## src/common/pir_pkg.sv

```systemverilog
// package for the pci interrupt routing block
package pir_pkg;
  // ---------------------------------------------------------------------------
  // sizes and counts
  // ---------------------------------------------------------------------------
  localparam int unsigned NUM_LINES = 8;
  localparam int unsigned NUM_LEGACY = 16;
  localparam int unsigned NUM_ADV = 24;
  localparam int unsigned SEL_W = 4;
  // request line indices
  localparam int unsigned LN_A = 0;
  localparam int unsigned LN_B = 1;
  localparam int unsigned LN_C = 2;
  localparam int unsigned LN_D = 3;
  localparam int unsigned LN_E = 4;
  localparam int unsigned LN_F = 5;
  localparam int unsigned LN_G = 6;
  localparam int unsigned LN_H = 7;
  // fixed legacy interrupt numbers and the advanced base
  localparam int unsigned IRQ_CASCADE = 2;
  localparam int unsigned IRQ_SERIAL2 = 3;
  localparam int unsigned IRQ_SERIAL1 = 4;
  localparam int unsigned IRQ_PARALLEL1 = 7;
  localparam int unsigned IRQ_SMBUS = 9;
  localparam int unsigned IRQ_DISK0 = 14;
  localparam int unsigned IRQ_DISK1 = 15;
  localparam int unsigned IRQ_ADV_BASE = 16;
  // legal legacy steering targets: 3,4,5,6,7,9,10,11,12,14,15
  localparam logic [15:0] LEGACY_OK_MASK = 16'hDEF8;
  // steering value that disconnects a line
  localparam logic [SEL_W-1:0] SEL_NONE = 4'h0;

  // ---------------------------------------------------------------------------
  // types
  // ---------------------------------------------------------------------------
  typedef enum logic [1:0] {
    PIR_MODE_LEGACY = 2'b00,
    PIR_MODE_ADV = 2'b01
  } pir_mode_t;

  // per-slot active-low pins
  typedef struct packed {
    logic int_d_n;
    logic int_c_n;
    logic int_b_n;
    logic int_a_n;
  } pir_slot_t;

  // fixed-function requests, active high
  typedef struct packed {
    logic serial1;
    logic serial2;
    logic parallel1;
    logic disk0;
    logic disk1;
    logic disk0_present;
    logic disk1_present;
  } pir_fixed_t;

  // configurable legacy destinations
  typedef struct packed {
    logic [SEL_W-1:0] serial1;
    logic [SEL_W-1:0] serial2;
    logic [SEL_W-1:0] parallel1;
  } pir_fixed_sel_t;
endpackage

```

## src/core/pir_route.sv

```systemverilog
// pci interrupt routing: pins to request lines to interrupt numbers
`timescale 1ns/100ps
// Summary of operation
// - two modes: legacy sixteen, advanced twenty-four
// - eight request lines, each source drives one
// - numbers sixteen to twenty-three advanced only
// - advanced: lines A..H give sixteen..twenty-three
// - legacy: each line steered to allowed number
// - several lines may share one number
// - slot pins swizzled onto lines E..H
// - lan feeds line E, smbus feeds D
// - wired sources share one line interrupt
// - number two is the cascade input
// - serial and parallel defaults are reassignable
// - number nine reserved for smbus controller
// - disk numbers free when disks absent
// - usb assignments are dynamic, disk numbers fixed
module pir_route (
  input wire logic sys_clk_in,
  input wire logic reset_n_in,
  input wire logic clk_en_in,
  input wire pir_pkg::pir_mode_t mode_in,
  input wire logic [pir_pkg::NUM_LINES*pir_pkg::SEL_W-1:0] line_sel_in,
  input wire pir_pkg::pir_fixed_sel_t fixed_sel_in,
  input wire pir_pkg::pir_fixed_t fixed_in,
  input wire pir_pkg::pir_slot_t slot1_in,
  input wire pir_pkg::pir_slot_t slot2_in,
  input wire logic lan_int_a_n_in,
  input wire logic smbus_int_c_n_in,
  input wire logic usb_a_n_in,
  input wire logic usb_b_n_in,
  input wire logic usb_c_n_in,
  input wire logic usb_d_n_in,
  input wire logic secondary_pending_in,
  output logic [pir_pkg::NUM_ADV-1:0] irq_out,
  output logic [pir_pkg::NUM_LINES-1:0] line_pending_out,
  output pir_pkg::pir_mode_t mode_out
);
  // ---------------------------------------------------------------------------
  // helpers
  // ---------------------------------------------------------------------------
  // legal legacy target for a pci request line
  function automatic logic legal_sel(input logic [pir_pkg::SEL_W-1:0] s);
    legal_sel = pir_pkg::LEGACY_OK_MASK[s] && (s != pir_pkg::SEL_W'(pir_pkg::IRQ_SMBUS));
  endfunction

  // one-hot decode of a steering value
  function automatic logic [pir_pkg::NUM_LEGACY-1:0] dec(input logic [pir_pkg::SEL_W-1:0] s);
    dec = '0;
    dec[s] = 1'b1;
  endfunction

  // ---------------------------------------------------------------------------
  // wired request lines
  // ---------------------------------------------------------------------------
  logic [pir_pkg::NUM_LINES-1:0] line_n;
  // sources wired-and onto their line, low is asserted
  assign line_n[pir_pkg::LN_A] = usb_a_n_in;
  assign line_n[pir_pkg::LN_B] = usb_b_n_in;
  assign line_n[pir_pkg::LN_C] = usb_c_n_in;
  assign line_n[pir_pkg::LN_D] = usb_d_n_in & smbus_int_c_n_in;
  assign line_n[pir_pkg::LN_E] = lan_int_a_n_in & slot1_in.int_d_n
                                 & slot2_in.int_c_n;
  assign line_n[pir_pkg::LN_F] = slot1_in.int_a_n & slot2_in.int_b_n;
  assign line_n[pir_pkg::LN_G] = slot1_in.int_b_n & slot2_in.int_a_n;
  assign line_n[pir_pkg::LN_H] = slot1_in.int_c_n & slot2_in.int_d_n;

  // ---------------------------------------------------------------------------
  // pending state
  // ---------------------------------------------------------------------------
  logic [pir_pkg::NUM_LINES-1:0] pend_ff;
  logic [pir_pkg::NUM_LINES-1:0] nxt_pend;
  pir_pkg::pir_mode_t mode_ff;
  // level sensitive: pending while any source still holds low
  assign nxt_pend = ~line_n;

  // sample lines and mode
  always_ff @(posedge sys_clk_in or negedge reset_n_in) begin
    if (!reset_n_in) begin
      pend_ff <= '0;
      mode_ff <= pir_pkg::PIR_MODE_LEGACY;
    end else if (clk_en_in) begin
      pend_ff <= nxt_pend;
      mode_ff <= mode_in;
    end
  end

  // ---------------------------------------------------------------------------
  // steering
  // ---------------------------------------------------------------------------
  logic adv_mode;
  logic [pir_pkg::NUM_LEGACY-1:0] legacy_from_lines;
  logic [pir_pkg::NUM_LEGACY-1:0] legacy_fixed;
  logic [pir_pkg::NUM_ADV-1:0] nxt_irq;
  logic [pir_pkg::NUM_ADV-1:0] irq_ff;
  assign adv_mode = (mode_ff == pir_pkg::PIR_MODE_ADV);

  // legacy steering, several lines may or together onto one number
  always_comb begin
    legacy_from_lines = '0;
    for (int i = 0; i < pir_pkg::NUM_LINES; i++) begin
      if (pend_ff[i] && legal_sel(line_sel_in[i*pir_pkg::SEL_W +: pir_pkg::SEL_W])) begin
        legacy_from_lines = legacy_from_lines
                            | dec(line_sel_in[i*pir_pkg::SEL_W +: pir_pkg::SEL_W]);
      end
    end
  end

  // fixed functions and their reassignable defaults
  always_comb begin
    legacy_fixed = '0;
    if (fixed_in.serial2) begin
      legacy_fixed = legacy_fixed | dec(fixed_sel_in.serial2);
    end
    if (fixed_in.serial1) begin
      legacy_fixed = legacy_fixed | dec(fixed_sel_in.serial1);
    end
    if (fixed_in.parallel1) begin
      legacy_fixed = legacy_fixed | dec(fixed_sel_in.parallel1);
    end
    if (fixed_in.disk0_present) begin
      legacy_fixed[pir_pkg::IRQ_DISK0] = fixed_in.disk0;
    end
    if (fixed_in.disk1_present) begin
      legacy_fixed[pir_pkg::IRQ_DISK1] = fixed_in.disk1;
    end
    legacy_fixed[pir_pkg::IRQ_CASCADE] = secondary_pending_in;
  end

  // merge per mode; upper numbers only exist in advanced mode
  always_comb begin
    nxt_irq = '0;
    nxt_irq[pir_pkg::NUM_LEGACY-1:0] = legacy_fixed;
    if (adv_mode) begin
      nxt_irq[pir_pkg::NUM_ADV-1:pir_pkg::IRQ_ADV_BASE] = pend_ff;
    end else begin
      nxt_irq[pir_pkg::NUM_LEGACY-1:0] = legacy_fixed | legacy_from_lines;
      nxt_irq[pir_pkg::IRQ_CASCADE] = secondary_pending_in;
    end
    // last, so no steered fixed function can land on nine
    nxt_irq[pir_pkg::IRQ_SMBUS] = 1'b0;
  end

  // registered outputs
  always_ff @(posedge sys_clk_in or negedge reset_n_in) begin
    if (!reset_n_in) begin
      irq_ff <= '0;
    end else if (clk_en_in) begin
      irq_ff <= nxt_irq;
    end
  end

  assign irq_out = irq_ff;
  assign line_pending_out = pend_ff;
  assign mode_out = mode_ff;

  // ---------------------------------------------------------------------------
  // checks
  // ---------------------------------------------------------------------------
  a_upper_legacy: assert property (@(posedge sys_clk_in) disable iff (!reset_n_in)
    (clk_en_in && !adv_mode) |=> irq_out[pir_pkg::NUM_ADV-1:pir_pkg::IRQ_ADV_BASE] == '0)
    else $error("upper numbers active in legacy mode");
  a_adv_map: assert property (@(posedge sys_clk_in) disable iff (!reset_n_in)
    (clk_en_in && adv_mode) |=> irq_out[pir_pkg::NUM_ADV-1:pir_pkg::IRQ_ADV_BASE] == $past(pend_ff))
    else $error("advanced line map wrong");
  a_line_level: assert property (@(posedge sys_clk_in) disable iff (!reset_n_in)
    (reset_n_in && clk_en_in) |=> line_pending_out == ~$past(line_n))
    else $error("line pending not tracking level");
  a_lan_line_e: assert property (@(posedge sys_clk_in) disable iff (!reset_n_in)
    (reset_n_in && clk_en_in && !lan_int_a_n_in) |=> line_pending_out[pir_pkg::LN_E])
    else $error("lan not on line e");
  a_slot1_a_f: assert property (@(posedge sys_clk_in) disable iff (!reset_n_in)
    (reset_n_in && clk_en_in && !slot1_in.int_a_n) |=> line_pending_out[pir_pkg::LN_F])
    else $error("slot1 pin a not on line f");
  a_slot2_a_g: assert property (@(posedge sys_clk_in) disable iff (!reset_n_in)
    (reset_n_in && clk_en_in && !slot2_in.int_a_n) |=> line_pending_out[pir_pkg::LN_G])
    else $error("slot2 pin a not on line g");
  a_smbus_nine: assert property (@(posedge sys_clk_in) disable iff (!reset_n_in)
    ##1 !irq_out[pir_pkg::IRQ_SMBUS])
    else $error("number nine offered");
  a_cascade_two: assert property (@(posedge sys_clk_in) disable iff (!reset_n_in)
    (reset_n_in && clk_en_in) |=> irq_out[pir_pkg::IRQ_CASCADE] == $past(secondary_pending_in))
    else $error("cascade mismatch");
  a_legacy_share: assert property (@(posedge sys_clk_in) disable iff (!reset_n_in)
    (clk_en_in && !adv_mode && pend_ff[pir_pkg::LN_A]
     && legal_sel(line_sel_in[pir_pkg::SEL_W-1:0]))
    |=> irq_out[$past(line_sel_in[pir_pkg::SEL_W-1:0])])
    else $error("steered line a not delivered");
  c_adv_irq: cover property (@(posedge sys_clk_in) disable iff (!reset_n_in)
    adv_mode && irq_out[pir_pkg::IRQ_ADV_BASE]);
  c_shared: cover property (@(posedge sys_clk_in) disable iff (!reset_n_in)
    !lan_int_a_n_in && !slot1_in.int_d_n);
  c_legacy_irq: cover property (@(posedge sys_clk_in) disable iff (!reset_n_in)
    !adv_mode && |legacy_from_lines);
endmodule

```

## config.mk

```make
export PLATFORM = sky130hd
export DESIGN_NAME = pir_route
export DESIGN_NICKNAME = d
export VERILOG_FILES = /design/src/common/pir_pkg.sv /design/src/core/pir_route.sv
export SDC_FILE = /design/constraint.sdc
export NUM_CORES = 1
export LEC_CHECK = 0
export BUFFER_PORTS_ARGS = -buffer_cell sky130_fd_sc_hd__buf_2
export CAP_MARGIN = 10
export CORE_AREA = 2 2 102 104
export DETAILED_ROUTE_END_ITERATION = 10
export DIE_AREA = 0 0 104 106
export GPL_TIMING_DRIVEN = 0
export SLEW_MARGIN = 10
export SYNTH_ARGS = -nofsm -noshare
export SYNTH_HDL_FRONTEND = slang
export SYNTH_SLANG_ARGS = --single-unit
```

## constraint.sdc

```tcl
create_clock -name sys_clk_in -period 1.56 [get_ports sys_clk_in]
set_clock_uncertainty 0.1 [all_clocks]
set_input_delay 0.312 -clock sys_clk_in [delete_from_list [all_inputs] [get_ports sys_clk_in]]
set_output_delay 0.312 -clock sys_clk_in [all_outputs]
set_load 0.005 [all_outputs]
```

# Word level (Yosys, flattened, before mapping)
# Memory sizes are Yosys's and may differ from the RTL's.
# Cells that the tools add are included.
op_classes:
  order_cmp: 22
  bitwise_logic: 17
  reduce_logical: 27
  n_mux: 45
  eq_ne: 9
op_table:
  columns: ["cell", "count"]
  rows:
  - ["$mux 16", 12]
  - ["$or 16x16->16", 10]
  - ["$lt 4x5->1 const B", 11]
  - ["$demux 1 s4", 11]
  - ["$ge 4x1->1 const B", 11]
  - ["$ne 4x4->1 const B", 8]
  - ["$logic_and 1x1->1", 27]
  - ["$mux 1", 21]
  - ["$mux 8", 1]
  - ["$not 8->8", 1]
  - ["$and 1x1->1", 6]
  - ["$eq 2x1->1 const B", 1]
totals:
  output_inout_bits: 34
  rom_bits: 128
  regBits: 33
  n_memories: 8
  input_bits: 71
memory_table:
  columns: ["memory", "depth", "word_bits", "rd", "rd_clocked_by_memory_dff", "wr", "line", "rtl"]
  rows:
  - ["(no name shown)", 16, 1, 1, 0, 0, "pir_route.sv:44", "legal_sel = pir_pkg::LEGACY_OK_MASK[s] && (s != pir_pkg::SEL_W'(pir_pkg::IRQ_SMBUS));"]
  - ["(no name shown)", 16, 1, 1, 0, 0, "pir_route.sv:44", null]
  - ["(no name shown)", 16, 1, 1, 0, 0, "pir_route.sv:44", null]
  - ["(no name shown)", 16, 1, 1, 0, 0, "pir_route.sv:44", null]
  - ["(no name shown)", 16, 1, 1, 0, 0, "pir_route.sv:44", null]
  - ["(no name shown)", 16, 1, 1, 0, 0, "pir_route.sv:44", null]
  - ["2 more memories", null, null, null, null, null, null, null]

# Depth between registers and ports, before layout
# Gate-level depths: netlist (run 1).
logic_depth:
  word_depth: 21
  ltp_mapped: 6
  mapped_depth_nobuf: 5

# Worst setup path before layout (run 1)
# OpenSTA, ideal clock, no wires.
synth_path:
  path_kind: "flip-flop to flip-flop"
  from: "register pend_ff, in the netlist line_pending_out[0]"
  to: "register irq_ff, in the netlist irq_out[6]"
  slack_ps: -98
  required_time_ps: 1337
  path_stages_with_launch: 6
  n_path_buf: 0
  setup_ps: 123
  arrival_time_ps: 1435
  path_cell_list: "dfrtp_1 or2b_2 o22ai_1 or4_1 a211oi_1 nor2_1"
synth_between:
  elab_chain_len: 18
synth_lines:
  columns: ["element", "line", "rtl"]
  rows:
  - ["start: declaration", "pir_route.sv:71", "logic [pir_pkg::NUM_LINES-1:0] pend_ff;"]
  - ["start signal: assignment", "pir_route.sv:83", "pend_ff <= nxt_pend;"]
  - ["$logic_and 1x1->1 *", "pir_route.sv:102", "if (pend_ff[i] && legal_sel(line_sel_in[i*pir_pkg::SEL_W +: pir_pkg::SEL_W])) begin"]
  - ["$mux 16 *", "pir_route.sv:102", null]
  - ["$or 16x16->16", "pir_route.sv:104", "| dec(line_sel_in[i*pir_pkg::SEL_W +: pir_pkg::SEL_W]);"]
  - ["$mux 16 *", "pir_route.sv:102", null]
  - ["$or 16x16->16", "pir_route.sv:104", null]
  - ["$mux 16 *", "pir_route.sv:102", null]
  - ["$or 16x16->16", "pir_route.sv:104", null]
  - ["$mux 16 *", "pir_route.sv:102", null]
  - ["(+2 left out)", null, null]
  - ["$or 16x16->16", "pir_route.sv:104", null]
  - ["$mux 16 *", "pir_route.sv:102", null]
  - ["$or 16x16->16", "pir_route.sv:104", null]
  - ["$mux 16 *", "pir_route.sv:102", null]
  - ["$or 16x16->16", "pir_route.sv:104", null]
  - ["$mux 16 *", "pir_route.sv:102", null]
  - ["$or 16x16->16 *", "pir_route.sv:137", "nxt_irq[pir_pkg::NUM_LEGACY-1:0] = legacy_fixed | legacy_from_lines;"]
  - ["$mux 16 *", "pir_route.sv:134", "if (adv_mode) begin"]
  - ["end signal: assignment", "pir_route.sv:149", "irq_ff <= nxt_irq;"]
  - ["end: declaration", "pir_route.sv:95", "logic [pir_pkg::NUM_ADV-1:0] irq_ff;"]
# Every way passes the cells marked *; elsewhere a longest branch is shown, timed or not.
# A chain may end at the register's enable or synchronous reset.

# Worst setup path after layout (run 1)
# Same ends and word-level chain as after synthesis.

==> summary.md, run 1 <==
| Metric | Value |
|---|---|
| Outcome | `complete, but fails checks` |
| Most frequent cells in the layout | `buf_2, nor2_1, dfrtp_1, o22ai_1, nor3_1` |
| Comb pwr share | `between 30% and 40%` |
| Row Count | `37` |
| Critical Setup Path Class | `reg -> reg` |
| Syn Inst Count | `310` |
| Sw frac | `around a third` |
| Pin count of the biggest net entering global routing | `34` |
| Nature of the critical path endpoint | `flip-flop` |
| CTS Buf Count | `5` |
| Horiz. Die Dim | `approximately 100 µm` |
| Asr flop ratio synth | `between 90% and 100%` |
| CTS root buffer | `clkbuf_8` |
| Global placement routability congestion | `0.924` |
| Post-route DRC | `0` |
| Final-report setup violation count | `7` |
| DR vias/cell | `roughly 5.2` |
| Post-synthesis cell type count | `42` |
| Largest family of logic cells by synthesized area | `simple AND/OR/NAND/NOR gates` |
| Number of port buffers | `just over 100` |
| CTS Sinks | `33` |
| Gr usage total | `17.6%` |
| Tightest Hold Check Type | `in -> async` |
| Core footprint | `~10000 µm²` |
| Reg clk slew, reported paths | `~60 ps` |
| P_sw | `a little over 0.8 mW` |
| H-tree depth | `2` |
| DRT antenna net count | `0` |
| Fmax achieved | `roughly 0.57 GHz` |
| Post-Synth XOR/XNOR Area | `0%` |
| Mux cell area share after synthesis | `between 1 and 1.5%` |
| Mapped Avg Cell Area | `around 7.9 µm²` |
| First-pass detailed-route iteration total | `5` |
| Register area | `about 830 µm²` |
| Max cap viols | `0` |
| Number of synthesized flops with an enable pin | `0` |
| Vias in the first global route | `slightly below 3000` |
| Final core occ | `a little over a third` |
| Total power per unit cell area | `a little over 700 nW/µm²` |
| GR Util met3 | `under 10%` |
| Initial antenna violation count | `0` |
| Power Total | `2.50 mW` |
| Die area | `~11000 µm²` |
| WHS | `-3.22 ps` |
| Clk pwr share | `between 20% and 30%` |
| Slew Viols, Final | `0` |
| Ys Warns | `0` |
| Tmin final | `~1800 ps` |
| Post-Syn Area | `around 2400 µm²` |
| Ys flop type | `dfrtp_1` |
| Max IR drop VDD | `296 µV` |
| Commonest non-fill, non-tap cell in the layout | `buf_2` |
| Met2 usage | `30.0%` |
| Hold buffer count at CTS | `0` |
| RSZ-0062 raised after global routing | `true` |
| Hpwl dp | `7.68 mm` |
| Worst Tran Pin Value | `roughly 750 ps` |
| Initial Utilization | `about a quarter` |
| Multi-input gate area | `1660 µm²` |
| Int Power | `around 1.7 mW` |
| Initial DRC count | `290` |
| Failing checks | `negative hold slack, negative setup slack` |
| Relative slew margins | `50.1%` |
| Routed length per instance | `17.3 µm` |
| Final hold violations | `2` |
| First-pass GRT wire length | `roughly 16 mm` |
| CTS tree | `built` |
| DRT Wirelength | `between 9 and 10 mm` |
| Worst-Skew Late Latency | `280 ps` |
| Post-synthesis simple-gate area fraction | `between 30% and 40%` |
| Yosys reg bits | `33` |
| Critical Path AT | `1830 ps` |
| Pleak | `1.45 nW` |
| GRT overflow | `0` |
| Worst setup margin | `-206 ps` |
| Mapped Nets | `between 300 and 400` |
| Final instance area | `roughly 3500 µm²` |
| Fin crit share | `113%` |
| Critical path required time | `1620 ps` |
| Startpoint types | `flip-flop` |
| Sequential fraction of the synthesis area | `around a third` |
| GRT met1 Usage | `a little under a quarter` |
| I/O pin total | `between 100 and 150` |
| Die height | `106 µm` |
| Crit-path max FO | `3` |
| Reg power frac | `41.2%` |
| GR peak layer | `met2` |
| # diodes | `0` |
| Clock buffer depth | `2` |
| Fill cells | `between 1000 and 1500` |
| Routed via count | `slightly below 3000` |
| Share of cells above drive strength 1 | `between 40 and 50%` |
| Placed Area | `3130 µm²` |
| Synth-to-Final Area Change | `43.0%` |
| Final Net Count | `505` |
| Post-synthesis compound-gate area fraction | `between 20% and 30%` |
| Synth Area in Adders | `0%` |
Yosys cell counts (8+ instances only):
| library cell | number | share of area (%) |
|---|---|---|
| nand3_1 | 22 | 4.5 |
| o22ai_1 | 25 | 6.4 |
| o21ai_0 | 16 | 3.3 |
| or2b_2 | 11 | 3.9 |
| a31oi_1 | 8 | 2.0 |
| o32ai_1 | 9 | 3.2 |
| nor3_1 | 24 | 4.9 |
| a21oi_1 | 14 | 2.9 |
| inv_1 | 15 | 2.3 |
| nor2_1 | 32 | 4.9 |
| nand3b_1 | 14 | 4.3 |
| nand2b_1 | 11 | 2.8 |
| dfrtp_1 | 33 | 34 |
| nand2_1 | 18 | 2.8 |
power groups by stage:
stage | Combinational, mW | Sequential (mW) | Clock (mW)
2_1_floorplan | 0.329 | 1.04 | 0
3_3_place_gp | 0.705 | 1.04 | 0
3_5_place_dp | 0.702 | 1.05 | 0
4_1_cts | 0.798 | 1.03 | 0.673
5_1_grt | 0.905 | 1.04 | 0.704
6_report | 0.823 | 1.03 | 0.646
final cells by class:
cell class | count | area share [%]
tap | 136 | 4.86
inverter | 15 | 1.61
multi-input combinational | 252 | 47.3
sequential | 33 | 23.8
clock buffer | 7 | 2.46
buffer | 10 | 1.46
timing repair buffer | 117 | 18.5
per-layer routing:
metal | routed length (µm) | vias to the layer above
met5 | 0 | -
met4 | 153 | 0
met3 | 591 | 13
met2 | 4810 | 117
met1 | 4320 | 1422
li1 | - | 1430
sequential cells by signal (all words and copies together) (netlist names):
signal and cells:
irq_out 23, line_pending_out 8, mode_out 2
timing repair:
item	4_1_cts	5_1_grt
buffers inserted	15	2
gates cloned	0	0
setup endpoints to repair	17	14
pin swaps	21	16
resized for setup	27	12
critical path: stages, from the launching register on:
cell and delay [ps]:
dfrtp_1 410, or2b_4 240, o22ai_1 90, or4_4 520
a211oi_4 240, nor2_1 60
worst paths after layout:
path                                      from             endpoint  slack (ps)  depth (start not counted)
setup / recovery           line_pending_out[0]           irq_out[6]        -210                          5
setup reg to reg           line_pending_out[0]           irq_out[6]        -210                          5
min in group sys_clk_in             usb_a_n_in  line_pending_out[0]          90                          2
hold reg to reg                     irq_out[2]           irq_out[2]         400                          1
hold / removal                      reset_n_in  line_pending_out[0]          -3                          1
max in group asynchronous           reset_n_in  line_pending_out[2]         840                          1
through the flow:
stage	worst slack, ps	TNS [ps]	hold WS, ps	instances
4_1_cts	-200	-604	19.5	569
6_report	-206	-421	-3.22	570
5_1_grt	-237	-930	67.2	570
3_3_place_gp	-288	-2440	319	547
3_5_place_dp	-310	-2510	330	547
2_1_floorplan	-52.3	-52.3	-83.6	310
cells by family (layout without fill, tap and decap cells):
logic type      after synthesis  after routing
mux                           3              3
flops                        33             33
other cells                   1              1
simple gates                156            156
buf+inv                      25            149
compound gates               92             92
Note: power is estimated with default switching activity, not from simulation.
==> run 2, diff against run 1 <==
ABC_AREA = 1   (was default)
CORE_AREA = 2 2 115 117   (was 2 2 102 104)
DIE_AREA = 0 0 117 119   (was 0 0 104 106)
SETUP_SLACK_MARGIN = 0.2   (was default)
==> summary.md, run 2 <==
| Metric | Value |
|---|---|
| H-tree depth | `2 (unchanged)` |
| Critical path required time | `1620 ps (about the same)` |
| RSZ-0062 raised after global routing | `true (unchanged)` |
| Post-Syn Area | `3090 µm² (was 2450 µm²)` |
| Pin count of the biggest net entering global routing | `34 (unchanged)` |
| I/O pin total | `105 (unchanged)` |
| Die area | `13900 µm² (was 11000 µm²)` |
| Most frequent cells in the layout | `nand2_1, buf_2, nor2_1, inv_1, nand3_1 (was buf_2, nor2_1, dfrtp_1, o22ai_1, nor3_1)` |
| First-pass detailed-route iteration total | `5 (unchanged)` |
| Sequential fraction of the synthesis area | `26.7% (was 33.7%)` |
| Commonest non-fill, non-tap cell in the layout | `nand2_1 (was buf_2)` |
| Number of synthesized flops with an enable pin | `0 (unchanged)` |
| Relative slew margins | `50.4% (was 50.1%)` |
| Fin crit share | `94.4% (was 113%)` |
| Initial antenna violation count | `1 (was 0)` |
| Post-synthesis compound-gate area fraction | `13.8% (was 24.9%)` |
| GRT overflow | `0 (unchanged)` |
| Mapped Nets | `602 (was 381)` |
| Startpoint types | `flip-flop (unchanged)` |
| Final instance area | `4290 µm² (was 3500 µm²)` |
| Routed via count | `3852 (was 2982)` |
| Post-route insts no fill | `831 (was 570)` |
| Family with the most delay on the worst path | `simple AND/OR/NAND/NOR gates (unchanged)` |
| Mapped Avg Cell Area | `5.82 µm² (was 7.90 µm²)` |
| Max FFs per register | `23 (unchanged)` |
| Post-Synth XOR/XNOR Area | `0% (unchanged)` |
| Crit-path max FO | `6 (was 3)` |
| Power Total | `2.91 mW (was 2.50 mW)` |
| Max cap viols | `0 (unchanged)` |
| Initial DRC count | `221 (was 290)` |
| Core footprint | `12900 µm² (was 10000 µm²)` |
| Global placement routability congestion | `0.924 (about the same)` |
| Tmin final | `1470 ps (was 1770 ps)` |
| First-pass GRT wire length | `17.8 mm (was 15.5 mm)` |
| Slowest-stage cell, CP | `dfrtp_1 (was or4_4)` |
| Ys Warns | `0 (unchanged)` |
| Hpwl dp | `9.00 mm (was 7.68 mm)` |
| Gr usage total | `16.2% (was 17.6%)` |
| DR vias/cell | `4.64 (was 5.23)` |
| Multi-input gate area | `2060 µm² (was 1660 µm²)` |
| Final hold violations | `10 (was 2)` |
| Post-synthesis simple-gate area fraction | `47.3% (was 35.5%)` |
| CTS Sinks | `33 (unchanged)` |
| Reg clk slew, reported paths | `60 ps (about the same)` |
| Yosys reg bits | `33 (unchanged)` |
| Max incr delay on CP | `380 ps (was 520 ps)` |
| Placed Area | `3820 µm² (was 3130 µm²)` |
| CTS tree | `built (unchanged)` |
| Critical Setup Path Class | `reg -> reg (unchanged)` |
| Worst setup margin | `87.6 ps (was -206 ps)` |
| Vias in the first global route | `3697 (was 2937)` |
| Critical Path AT | `1530 ps (was 1830 ps)` |
| R2r setup slk | `90 ps (was -210 ps)` |
| Failing checks | `negative hold slack (was negative hold slack, negative setup slack)` |
| Initial Utilization | `24.0% (was 24.5%)` |
| Row Count | `42 (was 37)` |
| Placed cells | `808 (was 547)` |
| Total power per unit cell area | `680 nW/µm² (was 713 nW/µm²)` |
| Routed length per instance | `13.4 µm (was 17.3 µm)` |
| Cell taking the most area after synthesis | `dfrtp_1 (unchanged)` |
| Register area | `830 µm² (was 835 µm²)` |
| Cell types occupying the most area after synthesis | `dfrtp_1, nand2_1, nor2_1 (was dfrtp_1, o22ai_1, nor3_1)` |
| Number of port buffers | `101 (unchanged)` |
| Pre-CTS WS | `-53.8 ps (was -310 ps)` |
| Fill cells | `1445 (was 1133)` |
| Synth Area in Adders | `0% (unchanged)` |
| Fmax achieved | `0.679 GHz (was 0.566 GHz)` |
| Largest family of logic cells by synthesized area | `simple AND/OR/NAND/NOR gates (unchanged)` |
| Clock buffer depth | `2 (unchanged)` |
| Die height | `119 µm (was 106 µm)` |
| Top cells by count, synth | `nand2_1, nor2_1, inv_1 (was dfrtp_1, nor2_1, o22ai_1)` |
| Yosys top cell area share | `26.7% (was 33.7%)` |
| Syn Inst Count | `531 (was 310)` |
| Final-report setup violation count | `0 (was 7)` |
| Fin Setup TNS | `0 ps (was -421 ps)` |
| Post-synthesis cell type count | `36 (was 42)` |
| CP cell instances | `buf_6, nand3_2, nor3_1, nor2_1, nand2_1, o21ai_2, a21oi_2 (was or2b_4, o22ai_1, or4_4, a211oi_4, nor2_1)` |
| Worst Tran Pin Value | `745 ps (was 748 ps)` |
| DRT antenna net count | `0 (unchanged)` |
| Share of cells above drive strength 1 | `30.9% (was 40.8%)` |
| Ys flop type | `dfrtp_1 (unchanged)` |
| Synth-to-Final Area Change | `38.6% (was 43.0%)` |
| WHS | `-6.24 ps (was -3.22 ps)` |
| DRT Wirelength | `11.1 mm (was 9.88 mm)` |
| Post-route DRC | `0 (unchanged)` |
| CTS root buffer | `clkbuf_16 (was clkbuf_8)` |
| Pleak | `2.30 nW (was 1.45 nW)` |
| Tightest Hold Check Type | `in -> async (unchanged)` |
| Final core occ | `33.3% (was 35.0%)` |
| Outcome | `complete, but fails checks (unchanged)` |
| Mux cell area share after synthesis | `0% (was 1.38%)` |
| CTS Buf Count | `5 (unchanged)` |
| Asr flop ratio synth | `100% (unchanged)` |
| Max IR drop VDD | `451 µV (was 296 µV)` |
| Nature of the critical path endpoint | `flip-flop (unchanged)` |
| Most frequent cell after synthesis | `nand2_1 (was dfrtp_1)` |
| Final Net Count | `724 (was 505)` |
| Horiz. Die Dim | `117 µm (was 104 µm)` |
| Critical path buffers and inverters | `1 (was 0)` |
| Slew Viols, Final | `0 (unchanged)` |
| Worst-Skew Late Latency | `280 ps (about the same)` |
-- run 2: path summary, 6_finish.rpt --
path | start | endpoint | cells after the start
min | reset_n_in | line_pending_out[1] | 1
min in group sys_clk_in | smbus_int_c_n_in | line_pending_out[3] | 2
max in group asynchronous | reset_n_in | line_pending_out[3] | 1
max reg2reg | line_pending_out[0] | irq_out[3] | 7
min reg2reg | irq_out[2] | irq_out[2] | 2
max | line_pending_out[0] | irq_out[3] | 7
-- run 2: routing by layer --
| layer | GRT usage [%] | wire [µm] | up-vias |
|---|---|---|---|
| li1 | - | - | 1986 |
| met1 | 22.4 | 5040 | 1725 |
| met2 | 25.7 | 4990 | 132 |
| met3 | 4.27 | 985 | 9 |
| met4 | 2.72 | 84 | 0 |
| met5 | 0 | 0 | - |
-- run 2: area by class of cell --
type / count / share of cell area [%]
multi-input combinational: 402 / 48.0
sequential: 33 / 19.4
timing repair buffer: 115 / 14.7
inverter: 81 / 7.09
tap: 176 / 5.14
clock buffer: 5 / 2.92
buffer: 15 / 2.34
clock inverter: 3 / 0.409
antenna: 1 / 0.0584
-- run 2: timing repair --
action | in CTS | in global routing
endpoints found under the setup margin | 16 | 16
hold buffers | 0 | 0
pin swaps | 16 | 17
buffers inserted | 10 | 4
resized for setup | 33 | 33
-- run 2: report_power, final --
group | internal (mW) | total, mW | switching, mW | leakage, nW
sequential | 0.944 | 1.01 | 0.0619 | 0.399
combinational | 0.376 | 0.951 | 0.574 | 1.83
clock | 0.585 | 0.957 | 0.372 | 0.0696
total | 1.90 | 2.91 | 1.01 | 2.30
-- run 2: logic make-up (layout without fill, tap and decap cells) --
| family | count (synthesis) | after routing |
|---|---|---|
| buf+inv | 96 | 219 |
| flops | 33 | 33 |
| simple gates | 333 | 333 |
| other cells | 1 | 2 |
| compound gates | 68 | 68 |
